**src/inc/link_ctrl_map.svh**
```systemverilog
// Address, control-field, frame-reject layout and sizing constants for the link controller.
`ifndef LINK_CTRL_MAP_SVH
`define LINK_CTRL_MAP_SVH
`define ADDR_A      8'h03
`define ADDR_B      8'h01
`define U_MASK      8'hef
`define U_PF_BIT    4
`define U_SABME     8'h6f
`define U_SABM      8'h2f
`define U_DISC      8'h43
`define U_UA        8'h63
`define U_DM        8'h0f
`define U_FRMR      8'h87
`define U_UI        8'h03
`define S_MASK      8'h0f
`define S_RR        8'h01
`define S_RNR       8'h05
`define S_REJ       8'h09
`define S_SREJ      8'h0d
`define FRMR_W_BIT  0
`define FIFO_DEPTH  16
`define FIFO_WIDTH  25
`define BITS_U      5'h10
`define BITS_S      5'h18
`endif

```
**src/inc/link_ctrl_pkg.sv**
```systemverilog
// Types shared by the link controller.
package link_ctrl_pkg;
  typedef enum logic [2:0] {
    PH_IDLE     = 3'b000,
    PH_SETUP    = 3'b001,
    PH_INFO     = 3'b010,
    PH_REJECTED = 3'b011,
    PH_CLOSING  = 3'b100
  } phase_t;
endpackage

```
**src/hw/link_ctrl.sv**
```systemverilog
// Balanced extended-sequence link frame controller with its transmit FIFO.
`timescale 1ns/1ns
`include "link_ctrl_map.svh"

// Synchronous FIFO with valid/ready on both sides.
module link_fifo #(
  parameter int WIDTH = 8,
  parameter int DEPTH = 16
) (
  input  wire logic             clk_i,      // Clock.
  input  wire logic             reset_n_i,  // Asynchronous reset, active low.
  input  wire logic             in_valid_i, // Write request.
  output logic                  in_ready_o, // Space available.
  input  wire logic [WIDTH-1:0] in_data_i,  // Write data.
  output logic                  out_valid_o,// Data available.
  input  wire logic             out_ready_i,// Consumer takes data.
  output logic      [WIDTH-1:0] out_data_o, // Read data.
  output logic [$clog2(DEPTH):0] level_o    // Words held.
);
  localparam int AW = $clog2(DEPTH);
  logic [WIDTH-1:0] mem [DEPTH];
  logic [AW-1:0]    wr_ptr;
  logic [AW-1:0]    rd_ptr;
  logic             push;
  logic             pop;

  // Handshakes and flags come from the fill level.
  assign in_ready_o  = (level_o < (AW+1)'(DEPTH));
  assign out_valid_o = (level_o != '0);
  assign push        = in_valid_i && in_ready_o;
  assign pop         = out_valid_o && out_ready_i;
  assign out_data_o  = mem[rd_ptr];

  // Storage write.
  always_ff @(posedge clk_i) begin
    if (push) begin
      mem[wr_ptr] <= in_data_i;
    end
  end

  // Pointers and level.
  always_ff @(posedge clk_i or negedge reset_n_i) begin
    if (!reset_n_i) begin
      wr_ptr  <= '0;
      rd_ptr  <= '0;
      level_o <= '0;
    end else begin
      if (push) wr_ptr <= wr_ptr + 1'b1;
      if (pop) rd_ptr <= rd_ptr + 1'b1;
      if (push && !pop) level_o <= level_o + 1'b1;
      else if (pop && !push) level_o <= level_o - 1'b1;
    end
  end
endmodule // link_fifo

// Frame controller: decodes received frames, keeps link phase and queues answers.
module link_ctrl (
  input  wire logic                  clk_i,          // 100 MHz clock.
  input  wire logic                  reset_n_i,      // Asynchronous reset, active low.
  input  wire logic                  calling_i,      // This end originated the bearer.
  input  wire logic                  connect_req_i,  // Level: request link set-up.
  input  wire logic                  disc_req_i,     // Level: request disconnection.
  input  wire logic                  busy_i,         // Local receiver cannot take I frames.
  input  wire logic                  timeout_i,      // Pulse: acknowledgement timer expired.
  input  wire logic [6:0]            vs_i,           // Current send state variable.
  input  wire logic                  rx_valid_i,     // Received frame present.
  output logic                       rx_ready_o,     // Frame may be taken.
  input  wire logic [7:0]            rx_addr_i,      // Received address octet.
  input  wire logic [15:0]           rx_ctrl_i,      // Received control field.
  input  wire logic                  rx_bad_i,       // Received frame malformed.
  output link_ctrl_pkg::phase_t      phase_o,        // Link phase.
  output logic [6:0]                 vr_o,           // Receive state variable.
  output logic                       deliver_o,      // Pulse: pass I field upward.
  output logic                       out_of_seq_o,   // Pulse: delivered field is out of order.
  output logic                       retx_o,         // Pulse: start retransmission.
  output logic [6:0]                 retx_nr_o,      // First frame to resend.
  output logic                       frmr_event_o,   // Pulse: frame reject raised or seen.
  output logic [39:0]                frmr_info_o,    // Frame-reject field, octet 1 low.
  output logic                       busy_o,         // Local busy condition.
  output logic                       peer_busy_o,    // Peer reported RNR.
  output logic                       tx_bit_o,       // Serial header bit.
  output logic                       tx_bit_valid_o, // Serial bit present.
  input  wire logic                  tx_bit_ready_i  // Line takes the bit.
);
  import link_ctrl_pkg::*;

  logic [7:0]  own_cmd;
  logic [7:0]  peer_cmd;
  logic        dte;
  logic        take;
  logic        is_cmd;
  logic        is_rsp;
  logic [7:0]  ucode;
  logic [7:0]  scode;
  logic        pf;
  logic [6:0]  ns;
  logic [6:0]  nr;
  logic        srej_sent;
  logic        tx_en;
  logic        tx_cmd;
  logic        tx_u;
  logic [15:0] tx_ctrl;
  logic        fifo_ready;
  logic        fifo_valid;
  logic [24:0] fifo_data;
  logic [4:0]  fifo_level;
  logic [23:0] shift;
  logic [4:0]  cnt;
  phase_t      next_phase;
  logic        next_frmr;
  logic        next_deliver;
  logic        next_oos;
  logic        next_retx;
  logic        next_vr_inc;
  logic        next_srej;
  logic        next_peer_busy;
  logic        next_busy;

  // Role and addresses; only one link exists, so no link selection.
  assign own_cmd  = dte ? `ADDR_A : `ADDR_B;
  assign peer_cmd = dte ? `ADDR_B : `ADDR_A;
  assign take     = rx_valid_i && rx_ready_o;
  assign is_cmd   = (rx_addr_i == peer_cmd);
  assign is_rsp   = (rx_addr_i == own_cmd);
  assign ucode    = rx_ctrl_i[7:0] & `U_MASK;
  assign scode    = rx_ctrl_i[7:0] & `S_MASK;
  assign pf       = (rx_ctrl_i[1:0] == 2'h3) ? rx_ctrl_i[`U_PF_BIT] : rx_ctrl_i[8];
  assign ns       = rx_ctrl_i[7:1];
  assign nr       = rx_ctrl_i[15:9];

  // Frame decision: what to queue and how phase and counters move.
  always_comb begin
    tx_en = 1'b0; tx_cmd = 1'b0; tx_u = 1'b0; tx_ctrl = 16'h0000;
    next_phase = phase_o; next_frmr = 1'b0; next_deliver = 1'b0; next_oos = 1'b0;
    next_retx = timeout_i; next_vr_inc = 1'b0; next_srej = srej_sent;
    next_peer_busy = peer_busy_o; next_busy = busy_o;
    if (take && !rx_bad_i && (is_cmd || is_rsp)) begin
      if (rx_ctrl_i[1:0] == 2'h3) begin
        tx_u = 1'b1;
        if (ucode == `U_SABME && is_cmd) begin
          tx_en = 1'b1;
          if (phase_o == PH_IDLE) begin
            tx_ctrl = {8'h00, `U_UA | {3'h0, pf, 4'h0}};
            next_phase = PH_INFO;
          end else begin
            tx_cmd = 1'b1; // No link reset mid-transfer: close instead.
            tx_ctrl = {8'h00, `U_DISC};
            next_phase = PH_CLOSING;
          end
        end else if (ucode == `U_DISC && is_cmd) begin
          tx_en = 1'b1;
          tx_ctrl = {8'h00, ((phase_o == PH_IDLE) ? `U_DM : `U_UA) | {3'h0, pf, 4'h0}};
          next_phase = PH_IDLE;
        end else if (ucode == `U_UA && is_rsp) begin
          if (phase_o == PH_SETUP) next_phase = PH_INFO;
          else if (phase_o == PH_CLOSING) next_phase = PH_IDLE;
        end else if (ucode == `U_DM && is_rsp) begin
          next_phase = PH_IDLE;
        end else if (ucode == `U_FRMR && is_rsp && phase_o != PH_IDLE) begin
          tx_en = 1'b1; tx_cmd = 1'b1; tx_ctrl = {8'h00, `U_DISC};
          next_frmr = 1'b1; next_phase = PH_CLOSING;
        end else if (phase_o != PH_IDLE) begin
          tx_en = 1'b1; tx_ctrl = {8'h00, `U_FRMR};
          next_frmr = 1'b1; next_phase = PH_REJECTED;
        end else if (is_cmd && pf) begin
          tx_en = 1'b1; tx_ctrl = {8'h00, `U_DM | 8'h10};
        end
      end else if (phase_o == PH_INFO) begin
        if (rx_ctrl_i[1:0] == 2'h1) begin
          if (scode == `S_REJ) begin
            tx_en = 1'b1; tx_u = 1'b1; tx_ctrl = {8'h00, `U_FRMR};
            next_frmr = 1'b1; next_phase = PH_REJECTED;
          end else if (scode == `S_SREJ) begin
            next_retx = 1'b1;
          end else begin
            next_peer_busy = (scode == `S_RNR);
            if (is_rsp && pf) next_retx = 1'b1;
            if (is_cmd && pf) begin
              tx_en = 1'b1;
              tx_ctrl = {vr_o, 1'b1, busy_o ? `S_RNR : `S_RR};
            end
          end
        end else if (!(is_rsp && !pf)) begin
          next_deliver = 1'b1;
          tx_en = 1'b1;
          if (ns == vr_o) begin
            next_vr_inc = 1'b1; next_srej = 1'b0;
            tx_ctrl = {vr_o + 7'h01, is_cmd & pf, busy_o ? `S_RNR : `S_RR};
          end else begin
            next_oos = 1'b1;
            tx_en = !srej_sent;
            next_srej = 1'b1;
            tx_ctrl = {vr_o, 1'b0, `S_SREJ};
          end
        end
      end else if (phase_o == PH_IDLE && is_cmd && pf) begin
        tx_en = 1'b1; tx_u = 1'b1; tx_ctrl = {8'h00, `U_DM | 8'h10};
      end
    end else if (!take && fifo_ready) begin
      if (connect_req_i && dte && phase_o == PH_IDLE) begin
        tx_en = 1'b1; tx_cmd = 1'b1; tx_u = 1'b1;
        tx_ctrl = {8'h00, `U_SABME};
        next_phase = PH_SETUP;
      end else if (disc_req_i && (phase_o == PH_INFO || phase_o == PH_REJECTED)) begin
        tx_en = 1'b1; tx_cmd = 1'b1; tx_u = 1'b1;
        tx_ctrl = {8'h00, `U_DISC};
        next_phase = PH_CLOSING;
      end else if (phase_o == PH_INFO && busy_i != busy_o) begin
        tx_en = 1'b1; next_busy = busy_i;
        tx_ctrl = {vr_o, 1'b0, busy_i ? `S_RNR : `S_RR};
      end
    end
  end

  // Role capture while no link exists.
  always_ff @(posedge clk_i or negedge reset_n_i) begin
    if (!reset_n_i) dte <= 1'b0;
    else if (phase_o == PH_IDLE) dte <= calling_i;
  end

  // Phase, sequence and condition state.
  always_ff @(posedge clk_i or negedge reset_n_i) begin
    if (!reset_n_i) begin
      phase_o <= PH_IDLE; vr_o <= 7'h00; srej_sent <= 1'b0;
      busy_o <= 1'b0; peer_busy_o <= 1'b0;
    end else begin
      phase_o <= next_phase;
      srej_sent <= next_srej;
      busy_o <= (next_phase == PH_INFO) ? next_busy : 1'b0;
      peer_busy_o <= next_peer_busy;
      if (next_phase == PH_IDLE) vr_o <= 7'h00;
      else if (next_vr_inc) vr_o <= vr_o + 7'h01;
    end
  end

  // Event pulses and the frame-reject field.
  always_ff @(posedge clk_i or negedge reset_n_i) begin
    if (!reset_n_i) begin
      deliver_o <= 1'b0; out_of_seq_o <= 1'b0; retx_o <= 1'b0; retx_nr_o <= 7'h00;
      frmr_event_o <= 1'b0; frmr_info_o <= 40'h00_0000_0000; rx_ready_o <= 1'b0;
    end else begin
      deliver_o <= next_deliver;
      out_of_seq_o <= next_oos;
      retx_o <= next_retx && phase_o == PH_INFO;
      if (next_retx && take) retx_nr_o <= nr;
      frmr_event_o <= next_frmr;
      if (next_frmr && tx_ctrl[7:0] == `U_FRMR) begin
        frmr_info_o <= {8'h01 << `FRMR_W_BIT, vr_o, is_rsp, vs_i, 1'b0, rx_ctrl_i};
      end
      rx_ready_o <= (fifo_level < 5'(`FIFO_DEPTH - 2));
    end
  end

  link_fifo #(.WIDTH(`FIFO_WIDTH), .DEPTH(`FIFO_DEPTH)) tx_q (
    .clk_i      (clk_i),
    .reset_n_i  (reset_n_i),
    .in_valid_i (tx_en),
    .in_ready_o (fifo_ready),
    .in_data_i  ({tx_u, tx_ctrl, tx_cmd ? own_cmd : peer_cmd}),
    .out_valid_o(fifo_valid),
    .out_ready_i(!tx_bit_valid_o),
    .out_data_o (fifo_data),
    .level_o    (fifo_level)
  );

  // Header serialiser: address then control, each octet bit 0 first.
  always_ff @(posedge clk_i or negedge reset_n_i) begin
    if (!reset_n_i) begin
      shift <= 24'h00_0000; cnt <= 5'h00; tx_bit_o <= 1'b0; tx_bit_valid_o <= 1'b0;
    end else if (!tx_bit_valid_o) begin
      if (fifo_valid) begin
        tx_bit_o <= fifo_data[0];
        shift <= {1'b0, fifo_data[23:1]};
        cnt <= (fifo_data[24] ? `BITS_U : `BITS_S) - 5'h01;
        tx_bit_valid_o <= 1'b1;
      end
    end else if (tx_bit_ready_i) begin
      if (cnt != 5'h00) begin
        tx_bit_o <= shift[0];
        shift <= {1'b0, shift[23:1]};
        cnt <= cnt - 5'h01;
      end else begin
        tx_bit_valid_o <= 1'b0;
      end
    end
  end
endmodule // link_ctrl

```
**config.mk**
```make
export PLATFORM = sky130hd
export DESIGN_NAME = link_ctrl
export DESIGN_NICKNAME = d
export VERILOG_FILES = /design/src/inc/link_ctrl_pkg.sv /design/src/hw/link_ctrl.sv
export VERILOG_INCLUDE_DIRS = /design/src /design/src/inc
export SDC_FILE = /design/constraint.sdc
export NUM_CORES = 1
export LEC_CHECK = 0
export BUFFER_PORTS_ARGS = -buffer_cell sky130_fd_sc_hd__buf_2
export CAP_MARGIN = 20
export CELL_PAD_IN_SITES_DETAIL_PLACEMENT = 1
export CELL_PAD_IN_SITES_GLOBAL_PLACEMENT = 1
export CORE_AREA = 3 3 262 264
export CTS_CLUSTER_SIZE = 12
export DETAILED_ROUTE_END_ITERATION = 6
export DIE_AREA = 0 0 265 267
export HOLD_SLACK_MARGIN = 0.1
export PLACE_DENSITY = 0.44
export SLEW_MARGIN = 20
export SYNTH_ARGS = -nofsm -noshare
export SYNTH_HDL_FRONTEND = slang
export SYNTH_SLANG_ARGS = --single-unit
export TNS_END_PERCENT = 5
```
**constraint.sdc**
```tcl
create_clock -name clk_i -period 4.6 [get_ports clk_i]
set_input_delay 0.92 -clock clk_i [delete_from_list [all_inputs] [get_ports clk_i]]
set_output_delay 0.92 -clock clk_i [all_outputs]
set_load 0.02 [all_outputs]
```
==> results of run 1 <==
-- sequential cells by signal (all words and copies together), names as in the netlist --
| name | flops |
|---|---|
| frmr_info_o | 32 |
| tx_q.level_o | 5 |
| rx_ready_o | 1 |
| peer_busy_o | 1 |
| vr_o | 7 |
| retx_nr_o | 7 |
| frmr_event_o | 1 |
| deliver_o | 1 |
| tx_q.wr_ptr | 4 |
| phase_o | 3 |
| retx_o | 1 |
| shift | 23 |
| cnt | 5 |
| tx_bit_o | 1 |
| tx_q.mem | 288 |
| tx_q.rd_ptr | 4 |
| dte | 1 |
| busy_o | 1 |
| tx_bit_valid_o | 1 |
| srej_sent | 1 |
| out_of_seq_o | 1 |
-- kinds of logic (layout without fill, tap and decap cells) --
group	Yosys count	count (layout)	share of synthesized area
fa+ha+maj	13	13	0.0103
xor+xnor	29	29	0.0158
simple gates	230	230	0.0728
other cells	1	8	0.000227
buf+inv	77	257	0.0207
compound gates	126	126	0.0556
mux	130	130	0.149
flops	389	389	0.675
-- path summary, 6_finish.rpt --
path                                     start              end  cells past startpoint
min in group clk_i              frmr_info_o[0]   frmr_info_o[0]                      1
worst min-delay path                 reset_n_i           cnt[2]                      1
worst max register to register             dte  tx_q.level_o[4]                     13
worst max-delay path              rx_addr_i[5]  tx_q.level_o[4]                     14
worst min register to register  frmr_info_o[0]   frmr_info_o[0]                      1
max in group asynchronous            reset_n_i     frmr_event_o                      2
-- power by group --
part	internal (mW)	switching, mW	total (mW)
logic	0.936	1.03	1.96
registers	4.00	0.317	4.32
clock network	2.10	1.48	3.58
total	7.03	2.82	9.86
-- through the flow --
step,hold WS (ns),utilization
final,0.409,0.297
after global routing,0.443,0.297
after CTS,0.421,0.297
after detailed placement,0.447,0.275
after global placement,0.450,0.275
after floorplan,0.439,-
-- area by class of cell --
type | instances | share of cell area
timing repair buffer | 156 | 0.0493
inverter | 18 | 0.00340
tap | 873 | 0.0550
clock inverter | 27 | 0.0124
sequential | 389 | 0.563
clock buffer | 56 | 0.0610
multi-input combinational | 536 | 0.256
-- synth_stat cells, types with 17 or more instances --
library cell  number
edfxtp_1         288
dfrtp_1          101
mux4_2            90
nand2_1           58
nor2_1            53
clkbuf_1          33
nand3_1           25
a31oi_1           23
mux2_1            23
a21oi_1           21
and3_1            20
o21ai_0           19
xnor2_1           19
inv_1             17
-- per-layer routing --
| metal | part of all wire | GRT usage | vias to the layer above |
|---|---|---|---|
| met5 | 0 | 0 | - |
| met4 | 0.022 | 0.0359 | 0 |
| met3 | 0.045 | 0.0224 | 61 |
| met2 | 0.49 | 0.225 | 176 |
| met1 | 0.45 | 0.175 | 4924 |
| li1 | - | - | 4217 |
-- worst register-to-register path: stages, from the launching register on --
cell and delay, ns:
dfrtp_1 0.57, xor2_2 0.36, o2111ai_2 0.29, o211ai_1 0.34, a2111oi_4 0.15, nor3_2 0.23
ha_1 0.28, inv_1 0.13, ha_1 0.31, a21o_1 0.19, a21oi_1 0.17, xnor2_1 0.14
nor2_1 0.06, xor2_1 0.15
==> results.ini, run 1 <==
[synthesis]
synth_edf_count=288
async_reset_ff_frac=0.260
synth_cell_types=83
yosysWarnings=0
ys_seq_area_frac=0.675
syn_inst=995
synth_top_area_share=0.522
synthFlopType=edfxtp_1
yosys.area.top_type=edfxtp_1
syn_area_mm2=0.0166
ys_seq_elements=389
yosys-top-cells-area=edfxtp_1 52%, dfrtp_1 15%, mux4_2 12%, mux2_1 1.6%, nand2_1 1.3%
syn_avg_cell_area_um2=16.6

[clocking]
clock_latency_ns=0.57
clk_pin_slew_ns=0.06
cts_tree=yes
cts_resized=0
cts_buffers=46
cts_hold_buffers=0
post-cts-setup-buffers=0
root_buffer=clkbuf_16
htree_levels=2
clockBufferDepth=3
cts.sinks=389

[cells_and_area]
fin_area_mm2=0.0198
num-fill-cells=6994
nNetsFinal=1201
mostFrequentLayoutCell=edfxtp_1
syn2layout_area_growth_pct=19.9
seq_area_mm2=0.0112
final_cells=2055
layout_common_cells=288 x edfxtp_1, 99 x dfrtp_1, 97 x buf_2
antenna-diode-count=0
drive_gt1_frac=0.295
multi_input_area_mm2=0.00507

[route]
wl_um=46500
drcViolationCount=0
ant_nets=0
avgViaCountPerCell=4.56
dr.first_iter.drc_count=488
dr.pass1.iters=4
vias=9378
wl_per_cell_um=22.6

[place]
port_buffers=98
pre_cts_ws_ns=0.255
dp_hpwl_um=30700
dp_cells=1972
place.gp.congestion=0.753
post_dp_cell_area_mm2=0.0184

[grt]
grt_max_degree=48
grt_pass1_wl_um=70000
grt_pass1_vias=10470
track_usage=0.132
grt-ovfl-total=0
antenna_found_initial=1

[worst_setup_path]
path_class=in2reg
max_stage_delay_ns=0.57
worstPathRequired_ns=5.04
worstPathMaxFanout=4
cp_cell_sequence=buf_2 > or4_4 > nor3_2 > a31oi_1 > a2111oi_4 > nor3_2 > ha_1 > inv_1 > ha_1 > a21o_1 > a21oi_1 > xnor2_1 > nor2_1 > xor2_1
critPathLaunchType=input pin
slowest_stage=or4_4
worstPathArrival_ns=4.15
worst_path_dominant_cell_family=simple AND/OR/NAND/NOR gates
crit_buf_inv=2
end_kind=flop
r2r_slack_ns=1.13

[sta]
finClkSkew_ns=0.0137
fmax_mhz=269
worstMarginPinSlew_ns=0.996
hold_viol=0
setup_tns_ns=0
period_needed_ns=3.71
post-route-period-util=0.808
rsz0062_at_grt=false
relSlewSlack=0.336
slew_violations=0
setup_viol=0
fin_ws_ns=0.885

[floorplanning]
core_area_mm2=0.0668
die_h_um=267
die_area_mm2=0.0708
start_util=0.248
core.rowCount=95
ios=107
die_width_um=265

[min_path]
min_path_type=in2async

[outcome]
status=complete, no violations

[power]
finalPower_mw=9.86
vdd_drop_max_mv=0.224
power_density_mw_per_mm2=497
p_leak_nw=7.10

[run]
cap_violations=0

Power figures use the tool's default switching activity.
==> run 2: changes to the inputs <==
PLACE_DENSITY = 0.46   (was 0.44)
clock period = 3.38 ns   (was 4.6 ns; I/O delays follow)
==> results.ini, run 2 (synthesis results as in run 1) <==
[outcome]
status=complete, no violations

[grt]
grt-ovfl-total=0  ; unchanged
track_usage=0.134  ; +0.00127
grt_pass1_wl_um=70800  ; +1.1%
grt_max_degree=66  ; +38%
grt_pass1_vias=10720  ; +2.4%
antenna_found_initial=1  ; unchanged

[route]
wl_per_cell_um=22.0  ; -3.0%
drcViolationCount=0  ; unchanged
ant_nets=0  ; unchanged
vias=9800  ; +4.5%
avgViaCountPerCell=4.59  ; +0.58%
dr.pass1.iters=5  ; +1
wl_um=46900  ; +0.75%
dr.first_iter.drc_count=653  ; +34%

[worst_setup_path]
critPathLaunchType=flop
worstPathMaxFanout=4  ; unchanged
end_kind=flop
path_class=reg2reg
worstPathRequired_ns=3.84  ; -1.20 ns
worstPathArrival_ns=3.50  ; -0.65 ns

[cells_and_area]
biggestRegsByFlops=tx_q.mem (288), frmr_info_o (32), shift (23)
final_cells=2135  ; +3.9%
fin_util=0.310  ; +0.0134
fin_area_mm2=0.0207  ; +4.5%
largest_reg_flops=288  ; unchanged
layout_common_cells=288 x edfxtp_1, 114 x buf_4, 99 x dfrtp_1
num-fill-cells=7020  ; +0.37%
syn2layout_area_growth_pct=25.3
antenna-diode-count=0  ; unchanged
mostFrequentLayoutCell=edfxtp_1
largest-register=tx_q.mem
nNetsFinal=1281  ; +6.7%
drive_gt1_frac=0.350  ; +0.0550

[power]
vdd_drop_max_mv=0.414  ; +85%
p_leak_nw=7.56  ; +6.6%
power_density_mw_per_mm2=651  ; +31%
finalPower_mw=13.5  ; +37%

[sta]
fmax_mhz=329
fin_ws_ns=0.345  ; -0.540 ns
finClkSkew_ns=0.0231  ; +0.00939 ns
period_needed_ns=3.04
hold_ws_ns=0.0918  ; -0.318 ns
rsz0062_at_grt=false
post-route-period-util=0.898
slew_violations=0  ; unchanged
worstMarginPinSlew_ns=0.778  ; -0.218 ns
hold_viol=0  ; unchanged
setup_tns_ns=0  ; unchanged
relSlewSlack=0.481  ; +0.145
setup_viol=0  ; unchanged

[clocking]
cts.sinks=389  ; unchanged
htree_levels=2  ; unchanged
clockBufferDepth=3  ; unchanged
post-cts-setup-buffers=0  ; unchanged
root_buffer=clkbuf_16
cts_tree=yes
clk_pin_slew_ns=0.06  ; about the same
cts_buffers=46  ; unchanged
cts_hold_buffers=0  ; unchanged
clock_latency_ns=0.59  ; +0.02 ns
cts_resized=0  ; unchanged

[min_path]
min_path_type=in2async

[floorplanning]
core_area_mm2=0.0668  ; unchanged
core.rowCount=95  ; unchanged
die_width_um=265  ; unchanged
die_area_mm2=0.0708  ; unchanged
start_util=0.248  ; unchanged
ios=107  ; unchanged
die_h_um=267  ; unchanged

[place]
place.gp.congestion=0.825  ; +9.4%
port_buffers=98  ; unchanged
dp_hpwl_um=29800  ; -2.8%
post_dp_cell_area_mm2=0.0193  ; +4.9%
dp_cells=2052  ; +4.1%
pre_cts_ws_ns=-0.179  ; -0.434 ns

[run]
cap_violations=0  ; unchanged

-- run 2: cell types whose count changed in the layout (fill, tap and decap cells not counted), moves of 3 or more --
cell | before | now
clkinv_1 | 14 | 8
buf_12 | 4 | 24
buf_4 | 55 | 114
clkinv_2 | 5 | 9
clkbuf_8 | 0 | 3
-- run 2: worst max-delay path: stages (launching register included) --
cell and delay (ns):
dfrtp_1 0.45, a21oi_1 0.32, and4_1 0.27, a311oi_1 0.06
a41o_1 0.28, nor3_2 0.32, ha_4 0.21, inv_2 0.06
buf_4 0.13, ha_1 0.20, a21o_1 0.16, a21oi_2 0.12
xnor2_1 0.13, nor2_1 0.07, xor2_1 0.14
-- run 2: per-layer routing --
layer / part of all wire / track usage / vias to the layer above
met3: 0.048 / 0.0294 / 77
met5: 0 / 0 / -
met2: 0.48 / 0.220 / 192
met1: 0.45 / 0.179 / 5148
li1: - / - / 4383
met4: 0.025 / 0.0356 / 0
-- run 2: final timing paths --
check / from / endpoint / slack [ns] / depth (start not counted)
setup / recovery: rx_ready_o / tx_q.level_o[4] / 0.34 / 14
hold / removal: reset_n_i / shift[10] / 0.09 / 1
setup reg to reg: rx_ready_o / tx_q.level_o[4] / 0.34 / 14
hold reg to reg: frmr_info_o[0] / frmr_info_o[0] / 0.47 / 1
max in group asynchronous: reset_n_i / peer_busy_o / 2.56 / 2
min in group clk_i: vs_i[6] / frmr_info_o[23] / 0.31 / 2
-- run 2: power breakdown --
group	switching (mW)	internal (mW)	total, mW
clock network	2.02	2.74	4.76
registers	0.364	5.45	5.81
logic	1.48	1.44	2.92
-- run 2: cell type report --
class	instances	area, um^2	area share
Clock buffer	58	1230	0.0591
Clock inverter	25	221	0.0107
Inverter	18	67.6	0.00326
Multi-Input combinational cell	536	5120	0.247
Sequential cell	389	11200	0.539
Tap cell	873	1090	0.0527
Timing Repair Buffer	236	1830	0.0884
